## config.mk

```make
export PLATFORM = sky130hd
export DESIGN_NAME = wwd_top
export DESIGN_NICKNAME = d
export VERILOG_FILES = /design/src/rtl/wwd_pkg.sv /design/src/rtl/wwd_presc.sv /design/src/rtl/wwd_top.sv
export SDC_FILE = /design/constraint.sdc
export NUM_CORES = 1
export LEC_CHECK = 0
export ABC_AREA = 1
export ABC_CLOCK_PERIOD_IN_PS = 1650
export BUFFER_PORTS_ARGS = -buffer_cell sky130_fd_sc_hd__clkbuf_2
export CORE_ASPECT_RATIO = 1.75
export CORE_MARGIN = 1.5
export CORE_UTILIZATION = 28
export CTS_CLUSTER_SIZE = 20
export DETAILED_ROUTE_END_ITERATION = 12
export HOLD_SLACK_MARGIN = 0.15
export PLACE_DENSITY = 0.48
export RECOVER_POWER = 25
export SLEW_MARGIN = 10
export SYNTH_ARGS = -nofsm -noshare
export SYNTH_HDL_FRONTEND = slang
export SYNTH_SLANG_ARGS = --single-unit
```

## constraint.sdc

```tcl
create_clock -name clk_i -period 1.65 [get_ports clk_i]
set_input_delay 0.0825 -clock clk_i [delete_from_list [all_inputs] [get_ports clk_i]]
set_output_delay 0.0825 -clock clk_i [all_outputs]
set_load 0.005 [all_outputs]
```

## src/rtl/wwd_pkg.sv

```systemverilog
// Package of constants for the windowed watchdog timer
// Function
// - A 12-bit down counter is loaded from the counter reload value field.
// - The counter steps once per 128 slow clock ticks.
// - After reset the reload value is all ones and fault reset is enabled.
// - The mode register takes only its first write after reset; reads always work.
// - A mode register write reloads the counter and restarts counting like a restart.
// - A valid restart reloads the counter and clears the divide-by-128 prescaler.
// - A control write acts only with password byte 0xA5 and restart bit set.
// - Underflow sets its flag and, with fault reset enabled, raises the fault.
// - A restart above the delta window sets the error flag and fault, even disabled.
// - A delta window at or above the reload value never flags a restart error.
// - Interrupt is high while a status flag is set and interrupt enable is 1.
// - With fault reset enabled, processor-only bit picks processor or all resets.
// - A status read or any reset clears both flags, interrupt and fault.
// - Each status flag stays set until the next status register read.
// - A watchdog reset also resets the watchdog and clears both flags.
// - The disable bit stops the timer; clearing it keeps the timer enabled.
// - With debug halt set, the counter stops while the processor is in debug.
// - With idle halt set, the counter stops while the system is idle.
package wwd_pkg;

  // Bus geometry
  localparam int ADR_W = 8;
  localparam int DAT_W = 32;
  localparam logic [3:0] SEL_ALL = 4'hF;

  // Register offsets
  localparam logic [ADR_W-1:0] OFS_CTRL = 8'h00;
  localparam logic [ADR_W-1:0] OFS_MODE = 8'h04;
  localparam logic [ADR_W-1:0] OFS_STAT = 8'h08;

  // Control register layout
  localparam int CTRL_RESTART = 0;
  localparam int CTRL_KEY_LO = 24;
  localparam int CTRL_KEY_HI = 31;
  localparam logic [7:0] CTRL_KEY = 8'hA5;

  // Mode register layout
  localparam int MODE_WDV_LO = 0;
  localparam int MODE_WDV_HI = 11;
  localparam int MODE_FIEN = 12;
  localparam int MODE_RSTEN = 13;
  localparam int MODE_PROC = 14;
  localparam int MODE_DIS = 15;
  localparam int MODE_WDD_LO = 16;
  localparam int MODE_WDD_HI = 27;
  localparam int MODE_DBGHLT = 28;
  localparam int MODE_IDLEHLT = 29;
  localparam logic [DAT_W-1:0] MODE_RESET = 32'h3FFF_2FFF;
  localparam logic [DAT_W-1:0] MODE_MASK = 32'h3FFF_FFFF;

  // Status register layout
  localparam int STAT_UNF = 0;
  localparam int STAT_ERR = 1;

  // Counter and prescaler
  localparam int CNT_W = 12;
  localparam logic [CNT_W-1:0] CNT_ZERO = 12'h000;
  localparam int PRE_DIV = 128;
  localparam int PRE_W = 7;
  localparam logic [PRE_W-1:0] PRE_LAST = 7'h7F;
  localparam logic [PRE_W-1:0] PRE_ZERO = 7'h00;

endpackage

```

## src/rtl/wwd_presc.sv

```systemverilog
// Divide-by-128 prescaler on the slow clock tick
`timescale 1ns/1ps
module wwd_presc (
  // Clock and reset
  input wire logic clk_i,
  input wire logic rst_i,
  input wire logic ce_i,
  // Control
  input wire logic clear_i,
  input wire logic run_i,
  input wire logic slck_tick_i,
  // Divided tick
  output logic tick_o
);
  import wwd_pkg::*;

  typedef struct packed {
    logic [PRE_W-1:0] cnt;
  } wwd_pre_st_t;

  wwd_pre_st_t q_ff;
  wwd_pre_st_t nxt_q;

  always_comb begin
    nxt_q = q_ff;
    if (clear_i) begin
      nxt_q.cnt = PRE_ZERO;
    end else if (run_i && slck_tick_i) begin
      nxt_q.cnt = q_ff.cnt + 7'h01;
    end
  end

  always_ff @(posedge clk_i) begin
    if (rst_i) begin
      q_ff <= '0;
    end else if (ce_i) begin
      q_ff <= nxt_q;
    end
  end

  // Wraps after the last of 128 slow ticks
  assign tick_o = run_i && slck_tick_i && !clear_i && (q_ff.cnt == PRE_LAST);

  property p_clear_zero;
    @(posedge clk_i) disable iff (rst_i)
    (ce_i && clear_i) |=> (q_ff.cnt == PRE_ZERO);
  endproperty
  a_clear_zero: assert property (p_clear_zero)
    else $error("prescaler not cleared by restart");

endmodule

```

## src/rtl/wwd_top.sv

```systemverilog
// Windowed watchdog timer with classic Wishbone register slave
//
// Local design decision: register access over Wishbone.
`timescale 1ns/1ps
module wwd_top (
  // Clock, reset, enable
  input wire logic clk_i,
  input wire logic rst_i,
  input wire logic ce_i,
  // Wishbone slave
  input wire logic cyc_i,
  input wire logic stb_i,
  input wire logic we_i,
  input wire logic [wwd_pkg::ADR_W-1:0] adr_i,
  input wire logic [3:0] sel_i,
  input wire logic [wwd_pkg::DAT_W-1:0] dat_i,
  output logic [wwd_pkg::DAT_W-1:0] dat_o,
  output logic ack_o,
  // Time base and system state
  input wire logic slck_tick_i,
  input wire logic debug_i,
  input wire logic idle_i,
  // Fault and interrupt
  output logic fault_o,
  output logic rst_req_all_o,
  output logic rst_req_proc_o,
  output logic irq_o
);
  import wwd_pkg::*;

  typedef struct packed {
    logic [CNT_W-1:0] cnt;
    logic [DAT_W-1:0] mode;
    logic locked;
    logic unf;
    logic err;
    logic fault;
    logic ack;
    logic [DAT_W-1:0] rdata;
  } wwd_st_t;

  wwd_st_t q_ff;
  wwd_st_t nxt_q;

  logic req;
  logic wr_go;
  logic rd_go;
  logic restart;
  logic mode_wr;
  logic stat_rd;
  logic win_err;
  logic run;
  logic tick;
  logic unf_evt;
  logic [CNT_W-1:0] counter_reload_value;
  logic [CNT_W-1:0] delta_window_value;
  logic disabled;
  logic rsten;
  logic proc_only;
  logic fien;

  // Mode fields as currently held
  assign counter_reload_value = q_ff.mode[MODE_WDV_HI:MODE_WDV_LO];
  assign delta_window_value = q_ff.mode[MODE_WDD_HI:MODE_WDD_LO];
  assign fien = q_ff.mode[MODE_FIEN];
  assign rsten = q_ff.mode[MODE_RSTEN];
  assign proc_only = q_ff.mode[MODE_PROC];
  assign disabled = q_ff.mode[MODE_DIS];

  // Bus decode
  assign req = cyc_i && stb_i;
  // Writes act at the edge where ack is sampled high
  assign wr_go = req && we_i && q_ff.ack && (sel_i == SEL_ALL);
  // Reads are captured at the edge that raises ack
  assign rd_go = req && !we_i && !q_ff.ack;

  // Key-checked restart; a wrong key drops the whole write
  assign restart = wr_go && (adr_i == OFS_CTRL) &&
                   (dat_i[CTRL_KEY_HI:CTRL_KEY_LO] == CTRL_KEY) &&
                   dat_i[CTRL_RESTART];

  // Only the first mode write after reset lands
  assign mode_wr = wr_go && (adr_i == OFS_MODE) && !q_ff.locked;

  assign stat_rd = rd_go && (adr_i == OFS_STAT);

  // Window check runs whether or not the timer is disabled
  assign win_err = restart && (q_ff.cnt > delta_window_value);

  // Halt conditions freeze counter and prescaler together
  assign run = !disabled &&
               !(q_ff.mode[MODE_DBGHLT] && debug_i) &&
               !(q_ff.mode[MODE_IDLEHLT] && idle_i);

  assign unf_evt = tick && (q_ff.cnt == CNT_ZERO);

  wwd_presc u_presc (
    .clk_i(clk_i),
    .rst_i(rst_i),
    .ce_i(ce_i),
    .clear_i(restart || mode_wr),
    .run_i(run),
    .slck_tick_i(slck_tick_i),
    .tick_o(tick)
  );

  always_comb begin
    nxt_q = q_ff;

    // Counter: mode write, then restart, then tick
    if (mode_wr) begin
      nxt_q.cnt = dat_i[MODE_WDV_HI:MODE_WDV_LO];
    end else if (restart) begin
      nxt_q.cnt = counter_reload_value;
    end else if (tick) begin
      if (q_ff.cnt == CNT_ZERO) begin
        // Reload after underflow so the period repeats
        nxt_q.cnt = counter_reload_value;
      end else begin
        nxt_q.cnt = q_ff.cnt - 12'h001;
      end
    end

    // Write-once mode register
    if (mode_wr) begin
      nxt_q.mode = dat_i & MODE_MASK;
      nxt_q.locked = 1'b1;
    end

    // Status read clears; events in the same cycle win
    if (stat_rd) begin
      nxt_q.unf = 1'b0;
      nxt_q.err = 1'b0;
      nxt_q.fault = 1'b0;
    end
    if (unf_evt) begin
      nxt_q.unf = 1'b1;
    end
    if (win_err) begin
      nxt_q.err = 1'b1;
    end
    if ((unf_evt && rsten) || win_err) begin
      nxt_q.fault = 1'b1;
    end

    // Single-cycle ack for any address, mapped or not
    nxt_q.ack = req && !q_ff.ack;

    // Read data captured as ack rises
    if (rd_go) begin
      nxt_q.rdata = '0;
      if (adr_i == OFS_MODE) begin
        nxt_q.rdata = q_ff.mode;
      end else if (adr_i == OFS_STAT) begin
        nxt_q.rdata[STAT_UNF] = q_ff.unf;
        nxt_q.rdata[STAT_ERR] = q_ff.err;
      end
    end
  end

  // Processor reset, which the reset controller also drives on a watchdog reset
  always_ff @(posedge clk_i) begin
    if (rst_i) begin
      q_ff.cnt <= MODE_RESET[MODE_WDV_HI:MODE_WDV_LO];
      q_ff.mode <= MODE_RESET;
      q_ff.locked <= 1'b0;
      q_ff.unf <= 1'b0;
      q_ff.err <= 1'b0;
      q_ff.fault <= 1'b0;
      q_ff.ack <= 1'b0;
      q_ff.rdata <= '0;
    end else if (ce_i) begin
      q_ff <= nxt_q;
    end
  end

  // Outputs
  assign dat_o = q_ff.rdata;
  assign ack_o = q_ff.ack;
  assign fault_o = q_ff.fault;
  assign rst_req_all_o = q_ff.fault && rsten && !proc_only;
  assign rst_req_proc_o = q_ff.fault && rsten && proc_only;
  assign irq_o = (q_ff.unf || q_ff.err) && fien;

  // Checks

  property p_reset_mode;
    @(posedge clk_i)
    rst_i |=> (q_ff.mode == MODE_RESET) && (q_ff.cnt == counter_reload_value) && !fault_o;
  endproperty
  a_reset_mode: assert property (p_reset_mode)
    else $error("mode or counter wrong after reset");

  property p_mode_locked;
    @(posedge clk_i) disable iff (rst_i)
    (ce_i && wr_go && (adr_i == OFS_MODE) && q_ff.locked) |=> $stable(q_ff.mode);
  endproperty
  a_mode_locked: assert property (p_mode_locked)
    else $error("mode register changed after first write");

  property p_mode_reload;
    @(posedge clk_i) disable iff (rst_i)
    (ce_i && mode_wr) |=> (q_ff.cnt == $past(dat_i[MODE_WDV_HI:MODE_WDV_LO])) && q_ff.locked;
  endproperty
  a_mode_reload: assert property (p_mode_reload)
    else $error("mode write did not reload counter");

  property p_restart_reload;
    @(posedge clk_i) disable iff (rst_i)
    (ce_i && restart && !mode_wr) |=> (q_ff.cnt == $past(counter_reload_value));
  endproperty
  a_restart_reload: assert property (p_restart_reload)
    else $error("restart did not reload counter");

  property p_bad_key;
    @(posedge clk_i) disable iff (rst_i)
    (ce_i && wr_go && (adr_i == OFS_CTRL) &&
     (dat_i[CTRL_KEY_HI:CTRL_KEY_LO] != CTRL_KEY) && !tick)
    |=> $stable(q_ff.cnt) && !($rose(q_ff.err));
  endproperty
  a_bad_key: assert property (p_bad_key)
    else $error("write with wrong key had an effect");

  property p_underflow;
    @(posedge clk_i) disable iff (rst_i)
    (ce_i && tick && (q_ff.cnt == CNT_ZERO)) |=>
      q_ff.unf && (q_ff.fault == $past(rsten) || $past(q_ff.fault) || $past(win_err));
  endproperty
  a_underflow: assert property (p_underflow)
    else $error("underflow not flagged");

  property p_window_err;
    @(posedge clk_i) disable iff (rst_i)
    (ce_i && restart && (q_ff.cnt > delta_window_value)) |=> ##[0:1] (q_ff.err && fault_o);
  endproperty
  a_window_err: assert property (p_window_err)
    else $error("restart outside window not flagged");

  property p_window_ok;
    @(posedge clk_i) disable iff (rst_i)
    (ce_i && restart && (delta_window_value >= counter_reload_value) && !q_ff.err && !unf_evt) |=> !q_ff.err;
  endproperty
  a_window_ok: assert property (p_window_ok)
    else $error("restart flagged with open window");

  property p_irq;
    @(posedge clk_i) disable iff (rst_i)
    (ce_i && (unf_evt || win_err) && fien && !mode_wr) |=> irq_o;
  endproperty
  a_irq: assert property (p_irq)
    else $error("fault did not raise interrupt");

  property p_req_split;
    @(posedge clk_i) disable iff (rst_i)
    fault_o |-> ((rst_req_all_o || rst_req_proc_o) == rsten) && !(rst_req_all_o && rst_req_proc_o);
  endproperty
  a_req_split: assert property (p_req_split)
    else $error("reset request routing wrong");

  property p_read_clear;
    @(posedge clk_i) disable iff (rst_i)
    (ce_i && stat_rd && !unf_evt && !win_err) |=> !q_ff.unf && !q_ff.err && !fault_o && !irq_o;
  endproperty
  a_read_clear: assert property (p_read_clear)
    else $error("status read did not clear flags");

  property p_sticky;
    @(posedge clk_i) disable iff (rst_i)
    (q_ff.unf && !stat_rd) |=> q_ff.unf;
  endproperty
  a_sticky: assert property (p_sticky)
    else $error("underflow flag dropped without read");

  property p_disabled_hold;
    @(posedge clk_i) disable iff (rst_i)
    (ce_i && disabled && !restart && !mode_wr) |=> $stable(q_ff.cnt);
  endproperty
  a_disabled_hold: assert property (p_disabled_hold)
    else $error("counter moved while disabled");

  property p_debug_halt;
    @(posedge clk_i) disable iff (rst_i)
    (q_ff.mode[MODE_DBGHLT] && debug_i) |-> !tick;
  endproperty
  a_debug_halt: assert property (p_debug_halt)
    else $error("counter ticked in debug halt");

  property p_idle_halt;
    @(posedge clk_i) disable iff (rst_i)
    (q_ff.mode[MODE_IDLEHLT] && idle_i) |-> !tick;
  endproperty
  a_idle_halt: assert property (p_idle_halt)
    else $error("counter ticked in idle halt");

  property p_ack_pulse;
    @(posedge clk_i) disable iff (rst_i)
    (ce_i && ack_o) |=> !ack_o;
  endproperty
  a_ack_pulse: assert property (p_ack_pulse)
    else $error("ack held longer than one cycle");

endmodule
```

After elaboration in Yosys (flattened, before gate mapping) --
Cells that the tools add are included. W data, S select, Z words.
Cells by class: add/sub/neg operators 2, reduce and logical (&&, ||, !) cells 52, muxes and demuxes 13, $lt $le $gt $ge 1, equal/unequal tests 5
Operators with widths (number):
- $mux W12 | 4
- $mux W28 | 1
- $logic_and A1 B1 Y1 | 27
- $mux W7 | 2
- $reduce_and A2 Y1 | 7
- $gt A12 B12 Y1 | 1
- $logic_not A12 Y1 | 1
- $sub A12 B1 Y12 const B | 1
- $eq A8 B3 Y1 const B | 1
- $eq A8 B4 Y1 const B | 1
- $eq A8 B8 Y1 const B | 1
- $logic_not A1 Y1 | 8
- $logic_not A8 Y1 | 1
- $reduce_bool A2 Y1 | 4
- $add A7 B1 Y7 const B | 1
- $eq A7 B7 Y1 const B | 1
- $eq A4 B4 Y1 const B | 1
- $mux W2 | 2
- $logic_or A1 B1 Y1 | 3
- $mux W1 | 3
- $mux W3 | 1
- $reduce_bool A3 Y1 | 1
Storage, ports and cells: output and inout port bits 37, register bits after elaboration 86, logic and storage cells 82, input port bits 53

Depth between registers and ports, before layout --
Gate-level depths: netlist of run 1.
word-level depth 16, mapped depth 13

Cells and area by module --
Synthesis of run 1 repeated with hierarchy kept, for this count alone.
Second synthesis, totals: cells, all modules 673, area, all modules 4759.6 µm²
Modules (own cells, without submodules):
- wwd_top | area each 4391.7 µm², instances 1, cells each 619
- wwd_presc | area each 367.9 µm², instances 1, cells each 54

Worst setup path after synthesis of run 1 --
OpenSTA, ideal clock, no wires.
kind register to register, start register q_ff[69] (netlist name), end register q_ff[77] (netlist name), slack -0.036 ns, required time 1.535 ns, period minus slack after synthesis 1.686 ns, cell stages (with the launch flop) 13, data arrival time 1.572 ns, path through dfxtp_1 > inv_1 > ha_1 > inv_1 > nor3_1 > nand4_4 > nand2_2 > buf_6 > nand2_1 > o21ai_0 > nand2_1 > nand2_1 > nand2_1
On the way: cells in the longest elaborated chain, start to end 5, elaborated cells on any way between the ends 6, classes of those cells 1 x add/sub; 4 x mux; 1 x reduce/logical
Ends and longest elaborated chain:
- from (decl) | line wwd_top.sv:42 | wwd_st_t q_ff;
- from (signal assigned) | line wwd_top.sv:173 | q_ff <= nxt_q;
- $sub A12 B1 Y12 / $logic_not A12 Y1 (equally long branches) | line wwd_top.sv:120, wwd_top.sv:116
- $mux W12 * | line wwd_top.sv:116 | if (q_ff.cnt == CNT_ZERO) begin
- $mux W12 * | line wwd_top.sv:115 | end else if (tick) begin
- $mux W12 * | line wwd_top.sv:113 | end else if (restart) begin
- $mux W12 * | line wwd_top.sv:111 | if (mode_wr) begin
Every way passes the cells marked *; elsewhere a longest branch is shown, timed or not. The select of a mux whose other input is x is not followed. A chain may end at the register's enable or synchronous reset.

Final worst setup path of run 1 --
start register u_presc.q_ff[1] (netlist name), end register q_ff[74] (netlist name)
On the way: cells in the longest elaborated chain, start to end 4
Ends and longest elaborated chain:
- from (decl) | line wwd_presc.sv:21 | wwd_pre_st_t q_ff;
- from (signal assigned) | line wwd_presc.sv:37 | q_ff <= nxt_q;
- $eq A7 B7 Y1 | line wwd_presc.sv:42 | assign tick_o = run_i && slck_tick_i && !clear_i && (q_ff.cnt == PRE_LAST);
- $logic_and A1 B1 Y1 | line wwd_presc.sv:42
- $reduce_bool A3 Y1 (no line)
- $reduce_and A2 Y1 (no line)
Every way passes these cells.

==> impl_results.md, run 1 <==
- Global route overflow: 0
- Clk Latency, worst-skew pair: 0.35 ns
- Sink Count: 84
- Max-Cap Viols: 0
- CTS Buf Count: 9
- Die area: 17100 um2
- Pre-CTS setup slack: -0.122 ns
- CP arrival: 1.87 ns
- Status: finished, final reports clean
- Num ports: 90
- Dominant cells by area after synthesis: dfxtp_1 37%, nand2_1 15%, nor2_1 7.1%
- #FFs+latches synth: 84
- DIE WIDTH: 99.6 um
- Filler Cells Inserted: 1677
- Relative slew margins: 63.9%
- Final antenna-violating net count: 0
- Most frequent cells after synthesis: 187 x nand2_1, 87 x nor2_1, 84 x dfxtp_1, 59 x a21oi_1, 57 x inv_1
- Cell Chain, Critical Path: ha_4, nand3_4, nor2_4, nand4_1, nand3_2, nand2_4, clkbuf_16, a21oi_1, nand2_1
- Clk buf depth: 2
- Synth unique cells: 37
- Worst Reg-to-Reg Cells: 9
- Initial core utilization: 28.6%
- Hold depth: 3
- Site row count: 61
- Root buf cell: clkbuf_16
- Post-DP HPWL: approximately 11000 um
- Area grow syn2layout: 35.6%
- Post-DP Area: 5220 um2
- Worst reg2reg endpoint: q_ff[74]
- Type of origin of the critical path: flip-flop
- Fin. Hold Viols: 0
- Ys Warns: 0
- Power consumption: 0.00439 W
- DR WL/cell: about 16 um
- Pin count of the biggest net entering global routing: 46
- CP max stage delay: roughly 0.36 ns
- GP Congestion: 0.889
- Final cell count without fillers: 979
- Dominant cell type by area after synthesis: dfxtp_1
- Async set-reset flop share out of synthesis: 0%
- Hold Path Class: in2reg
- Final cycle utilization of the critical path: 98.4%
- Layout Skew: approximately 0.0064 ns
- Final slew viol count: 0
- Core footprint: 16000 um2
- Post-synth EDFFs: 0
- Count of input and output buffers: between 80 and 90
- Achievable Freq: 0.616 GHz
- P per Cell Area: between 700 and 800 nW/um2
- RR Startpoint: u_presc.q_ff[1]
- Leakage: ~2.9 nW
- First-pass GRT wire length: 22700 um
- Worst path slowest cell: dfxtp_2
- Post-synth top area share: about 37%
- Via density: 4.71
- H-tree levels: 3
- Final min period: approximately 1.6 ns
- DR DRC count: 0
- Multi-input gate area: 2520 um2
- First-pass DRT Iterations: 4
- Req. time, crit path: ~1.9 ns
- Dpl cells: 926
- Syn Area/Cell: 6.86 um2
- Die height: 172 um
- Setup_tns: 0 ns
- Worst Path Max Fanout: 5
- Sequential cell area: approximately 1700 um2
- Total Wirelength: 15500 um
- Initial antenna violation count: 0
- Most common cell in the netlist: nand2_1
- Setup violators final: 0
- Tot GR Track Use: 17.3%
- Mapped Cells: 666
- Final net count: 853
- Setup CP Type: reg2reg
- First DRT Iteration DRCs: 194
- Mapped cell area: approximately 4600 um2
- N_diodes: 0
- Reg-to-reg slack, setup: 0.03 ns
- CTS tree: done
- Worst-margin pin slew: 0.542 ns
- Final instance area: between 6000 and 7000 um2
- Vias in the first global route: 4416
- HP Start: dat_i[27]
- Via count: 4610
- Share of cells above drive strength 1: ~26%
- Worst hold path endpoint: delta_window_value[11]
- Peak VDD IR: 0.382 mV
- Final WS setup: 0.0259 ns
- Unrepaired setup endpoints after global routing: yes
- CTS clk-pin slew, worst paths: ~0.070 ns
- Prevailing post-synth register cell: dfxtp_1
- Sequential area share after synthesis: a little under two fifths
- Nature of the critical path endpoint: flip-flop
-- through the flow --
stage	hold WS [ns]	utilization, %
floorplan	0.196	-
global placement	0.308	32.7
global route	0.159	38.8
finish	0.160	38.8
CTS	0.158	36.5
detailed placement	0.308	32.7
-- sequential cells by signal (all words and copies together), names as in the netlist --
register	cells
dat_o	30
q_ff	18
counter_reload_value	12
delta_window_value	12
u_presc.q_ff	7
ack_o	1
disabled	1
fault_o	1
fien	1
proc_only	1
-- placed cells by master, fill, tap and decap left out, types with 2 or more instances in the layout --
cell and n:
dlygate4sd3_1 29, ha_4 7, xor2_1 5, nor3_4 2
nor2_2 6, ha_1 8, dfxtp_1 73, a211oi_1 2
buf_4 35, nand4_4 2, nand2_4 2, buf_6 3
nand3_2 3, a21oi_1 53, conb_1 2, dfxtp_2 11
o211ai_1 20, nand2_2 4, o21ai_0 5, nand3_1 33
clkinvlp_4 3, inv_1 52, inv_2 7, nand4_1 10
a21oi_2 6, nor3_1 3, o21a_1 2, clkbuf_1 11
xnor2_1 3, nor2_1 79, nor2_4 7, nand3b_1 2
buf_12 5, clkbuf_16 13, clkbuf_2 77, nand2_1 185
o21ai_1 7
-- power by group --
part | internal, W | switching, W
registers | 0.00203 | 0.00000489
clock network | 0.00119 | 0.000906
logic | 0.000118 | 0.000140
-- kinds of logic (layout without fill, tap and decap cells) --
logic type / Yosys count / count (layout) / synth area share (%)
xor gates and xnor gates: 8 / 8 / 1.53
adders and majority gates: 15 / 15 / 4.11
other: 1 / 2 / 0.0821
DFF: 84 / 84 / 36.8
buffers and inverters: 117 / 240 / 13.3
and+or+nand+nor: 345 / 345 / 32.3
AOI/OAI and AO/OA: 96 / 96 / 11.9
-- how the worst max path moves through the flow --
stage                          startpoint  endpoint  slack (ns)  cells past startpoint
after floorplan                  q_ff[69]  q_ff[77]        0.06                     12
after global placement           q_ff[73]  q_ff[76]       -0.11                     10
after detailed placement         q_ff[73]  q_ff[76]       -0.12                     10
after CTS                 u_presc.q_ff[1]  q_ff[69]        0.01                      9
after global routing      u_presc.q_ff[0]  q_ff[71]       -0.07                      9
final                     u_presc.q_ff[1]  q_ff[74]        0.03                      9
-- timing repair --
item                                   4_1_cts  5_1_grt
cloned                                       0        5
endpoints found under the hold margin       37        0
hold buffers                                29        0
resized for setup                            5       61
buffers inserted                             0        3
pin swaps                                    2       17
setup endpoints to repair                    7       44
-- per-layer routing --
metal / global-route usage, % / share of wire [%] / routed length [um] / up-vias
li1: - / - / - / 2345
met1: 19.4 / 39 / 6030 / 2156
met2: 32.0 / 55 / 8580 / 85
met3: 3.03 / 2.8 / 432 / 24
met4: 7.10 / 3.1 / 486 / 0
met5: 0 / 0 / 0 / -
-- layout make-up --
type,count,area share [%]
Tap cell,189,3.82
Sequential cell,84,27.4
Clock buffer,10,3.70
Multi-Input combinational cell,466,40.7
Inverter,61,3.74
Clock inverter,6,1.17
Timing Repair Buffer,163,19.5
-- worst max-delay path, delay by kind of cell (launching register included) --
kind / cells / cell delay (ns)
buf+inv: 1 / 0.19
compound gates: 1 / 0.11
simple gates: 6 / 0.72
flops: 1 / 0.36
fa+ha+maj: 1 / 0.15
No activity file was read; power rests on OpenSTA's default activity.
==> run 2, diff against run 1 <==
ABC_AREA = 0   (was 1)
==> impl_results.md, run 2 <==
- Status: finished with violations (was finished, final reports clean)
- Violated checks: setup timing
- Core footprint: 14800 um2 (was 16000 um2)
- Layout Skew: 0.00899 ns (was 0.00637 ns)
- Dpl cells: 793 (was 926)
- Via count: 4077 (was 4610)
- Unrepaired setup endpoints after global routing: yes (unchanged)
- DR WL/cell: 16.1 um (was 15.9 um)
- Clk Latency, worst-skew pair: 0.34 ns (was 0.35 ns)
- Initial antenna violation count: 0 (unchanged)
- Prevailing post-synth register cell: dfxtp_1 (unchanged)
- Final cell count without fillers: 849 (was 979)
- Num ports: 90 (unchanged)
- Final WS setup: -0.210 ns (was 0.0259 ns)
- Die height: 165 um (was 172 um)
- Post-synth EDFFs: 0 (unchanged)
- Setup CP Type: reg2reg (unchanged)
- First-pass GRT wire length: 20000 um (was 22700 um)
- Final slew viol count: 0 (unchanged)
- CTS clk-pin slew, worst paths: 0.06 ns (was 0.07 ns)
- Req. time, crit path: 1.86 ns (was 1.89 ns)
- Worst Path Max Fanout: 5 (unchanged)
- Type of origin of the critical path: flip-flop (unchanged)
- Async set-reset flop share out of synthesis: 0% (unchanged)
- Ys Warns: 0 (unchanged)
- First-pass DRT Iterations: 7 (was 4)
- Hold Path Class: in2reg (unchanged)
- Clk buf depth: 2 (unchanged)
- Area grow syn2layout: 47.3% (was 35.6%)
- DR DRC count: 0 (unchanged)
- HP Start: adr_i[2] (was dat_i[27])
- Max reg flops: 30 (unchanged)
- WHS: 0.176 ns (was 0.160 ns)
- Hold depth: 4 (was 3)
- DIE WIDTH: 95.7 um (was 99.6 um)
- CTS tree: done (unchanged)
- Final net count: 730 (was 853)
- Peak VDD IR: 0.377 mV (was 0.382 mV)
- Final antenna-violating net count: 0 (unchanged)
- Global route overflow: 0 (unchanged)
- Mapped cell area: 4210 um2 (was 4570 um2)
- Tot GR Track Use: 16.7% (was 17.3%)
- Initial core utilization: 28.5% (was 28.6%)
- Final min period: 1.86 ns (was 1.62 ns)
- Post-synth top area share: 39.9% (was 36.8%)
- Worst Reg-to-Reg Cells: 6 (was 9)
- Achievable Freq: 0.538 GHz (was 0.616 GHz)
- RR Startpoint: q_ff[65] (was u_presc.q_ff[1])
- Fin. Hold Viols: 0 (unchanged)
- Mapped Cells: 500 (was 666)
- H-tree levels: 3 (unchanged)
- First DRT Iteration DRCs: 144 (was 194)
- Count of input and output buffers: 87 (unchanged)
- #FFs+latches synth: 84 (unchanged)
- CP arrival: 2.07 ns (was 1.87 ns)
- Nature of the critical path endpoint: flip-flop (unchanged)
- Final cycle utilization of the critical path: 113% (was 98.4%)
- Via density: 4.80 (was 4.71)
- Pin count of the biggest net entering global routing: 25 (was 46)
- N_diodes: 0 (unchanged)
- Site row count: 59 (was 61)
- CTS Buf Count: 9 (unchanged)
- Leakage: 2.69 nW (was 2.86 nW)
- Share of cells above drive strength 1: 38.3% (was 25.7%)
- Worst reg2reg endpoint: q_ff[77] (was q_ff[74])
- Total Wirelength: 13700 um (was 15500 um)
- Sequential area share after synthesis: 39.9% (was 36.8%)
- Post-DP HPWL: 9870 um (was 11400 um)
- Synth unique cells: 55 (was 37)
- GP Congestion: 0.855 (was 0.889)
- Dominant cell type by area after synthesis: dfxtp_1 (unchanged)
- Setup violators final: 20 (was 0)
- Most frequent cells in the layout: 80 x clkbuf_2, 74 x buf_4, 71 x nand2_1 (was 185 x nand2_1, 79 x nor2_1, 77 x clkbuf_2)
- Root buf cell: clkbuf_16 (unchanged)
- P per Cell Area: 714 nW/um2 (was 708 nW/um2)
- Reg-to-reg slack, setup: -0.21 ns (was 0.03 ns)
- Most common cell in the netlist: dfxtp_1 (was nand2_1)
- Most frequent cells after synthesis: 84 x dfxtp_1, 72 x nand2_1, 71 x nor2_1, 35 x buf_4, 29 x a22oi_1 (was 187 x nand2_1, 87 x nor2_1, 84 x dfxtp_1, 59 x a21oi_1, 57 x inv_1)
- Commonest non-fill, non-tap cell in the layout: clkbuf_2 (was nand2_1)
- Max-Cap Viols: 0 (unchanged)
- Syn Area/Cell: 8.43 um2 (was 6.86 um2)
- Vias in the first global route: 3906 (was 4416)
- Sink Count: 84 (unchanged)
- Die area: 15800 um2 (was 17100 um2)
- Worst hold path endpoint: q_ff[35] (was delta_window_value[11])
- Dominant cells by area after synthesis: dfxtp_1 40%, nand2_1 6.4%, nor2_1 6.3% (was dfxtp_1 37%, nand2_1 15%, nor2_1 7.1%)
run 2: changes by cell type after synthesis, sizes merged, moves of 9 or more:
| cell | delta |
|---|---|
| a21oi | -42 |
| inv | -43 |
| o211ai | -9 |
| nand4 | -10 |
| a31oi | +11 |
| o21ai | -10 |
| nor2 | -20 |
| nand3 | -25 |
| nand3b | +16 |
| a211o | +13 |
| a22oi | +30 |
| nand2 | -119 |
run 2: timing repair:
| item | in CTS | in global routing |
|---|---|---|
| gates resized for setup | 41 | 30 |
| endpoints found under the setup margin | 41 | 62 |
| pin swaps | 17 | 26 |
| buffers inserted | 3 | 4 |
| gates cloned | 1 | 5 |
| hold endpoints to repair | 42 | 0 |
| hold buffers | 31 | 0 |
run 2: final cells by class:
class | count | area, um2
multi-input combinational | 341 | 2330
clock buffer | 9 | 225
sequential | 84 | 1700
fill | 1524 | 8560
tap | 183 | 229
timing repair buffer | 209 | 1560
inverter | 17 | 63.8
clock inverter | 6 | 90.1
run 2: critical path, stage by stage, from the launching register on:
cell and delay, ns:
dfxtp_2 0.32, a22oi_2 0.19, nand4b_4 0.13, or4_4 0.56, and2_4 0.21, nor2_2 0.21
a31oi_1 0.10
run 2: per-layer routing:
metal / vias to the layer above / wire (um) / global-route usage [%]
met4: 0 / 438 / 7.35
met3: 28 / 435 / 2.66
met2: 87 / 7620 / 30.7
met5: - / 0 / 0
li1: 2041 / - / -
met1: 1921 / 5220 / 18.2
run 2: worst max-delay path by stage:
stage                        start        to  slack, ns  cells past startpoint
after global routing      q_ff[69]  q_ff[71]      -0.29                      9
after floorplan           q_ff[69]  q_ff[71]      -0.16                      9
after detailed placement  q_ff[69]  q_ff[71]      -0.27                      9
after global placement    q_ff[65]  q_ff[77]      -0.21                      6
after CTS                 q_ff[65]  q_ff[80]      -0.22                      6
final                     q_ff[65]  q_ff[77]      -0.21                      6
run 2: cell families after synthesis:
| family | synth area share [%] |
|---|---|
| AOI/OAI and AO/OA | 16.4 |
| xor gates and xnor gates | 2.49 |
| adders and majority gates | 4.46 |
| buffers and inverters | 10.5 |
| DFF | 39.9 |
| muxes | 0.980 |
| other | 0.0890 |
| and+or+nand+nor | 25.1 |
run 2: power breakdown:
| part | internal [W] | switching, W |
|---|---|---|
| Sequential | 0.00203 | 0.00000138 |
| Combinational | 0.000130 | 0.000115 |
| Clock | 0.00132 | 0.000834 |
run 2: stage by stage:
| step | TNS (ns) | instance area (um2) | worst slack (ns) | utilization [%] | power, W |
|---|---|---|---|---|---|
| 4_1_cts | -2.67 | 5970 | -0.218 | 40.4 | 0.00448 |
| 3_3_place_gp | -3.48 | 5170 | -0.214 | 35.0 | 0.00226 |
| 3_5_place_dp | -4.93 | 5170 | -0.269 | 35.0 | 0.00226 |
| 5_1_grt | -4.35 | 6200 | -0.291 | 42.0 | 0.00457 |
| 6_report | -2.53 | 6200 | -0.210 | 42.0 | 0.00443 |
| 2_1_floorplan | -1.49 | 4220 | -0.160 | - | 0.00215 |
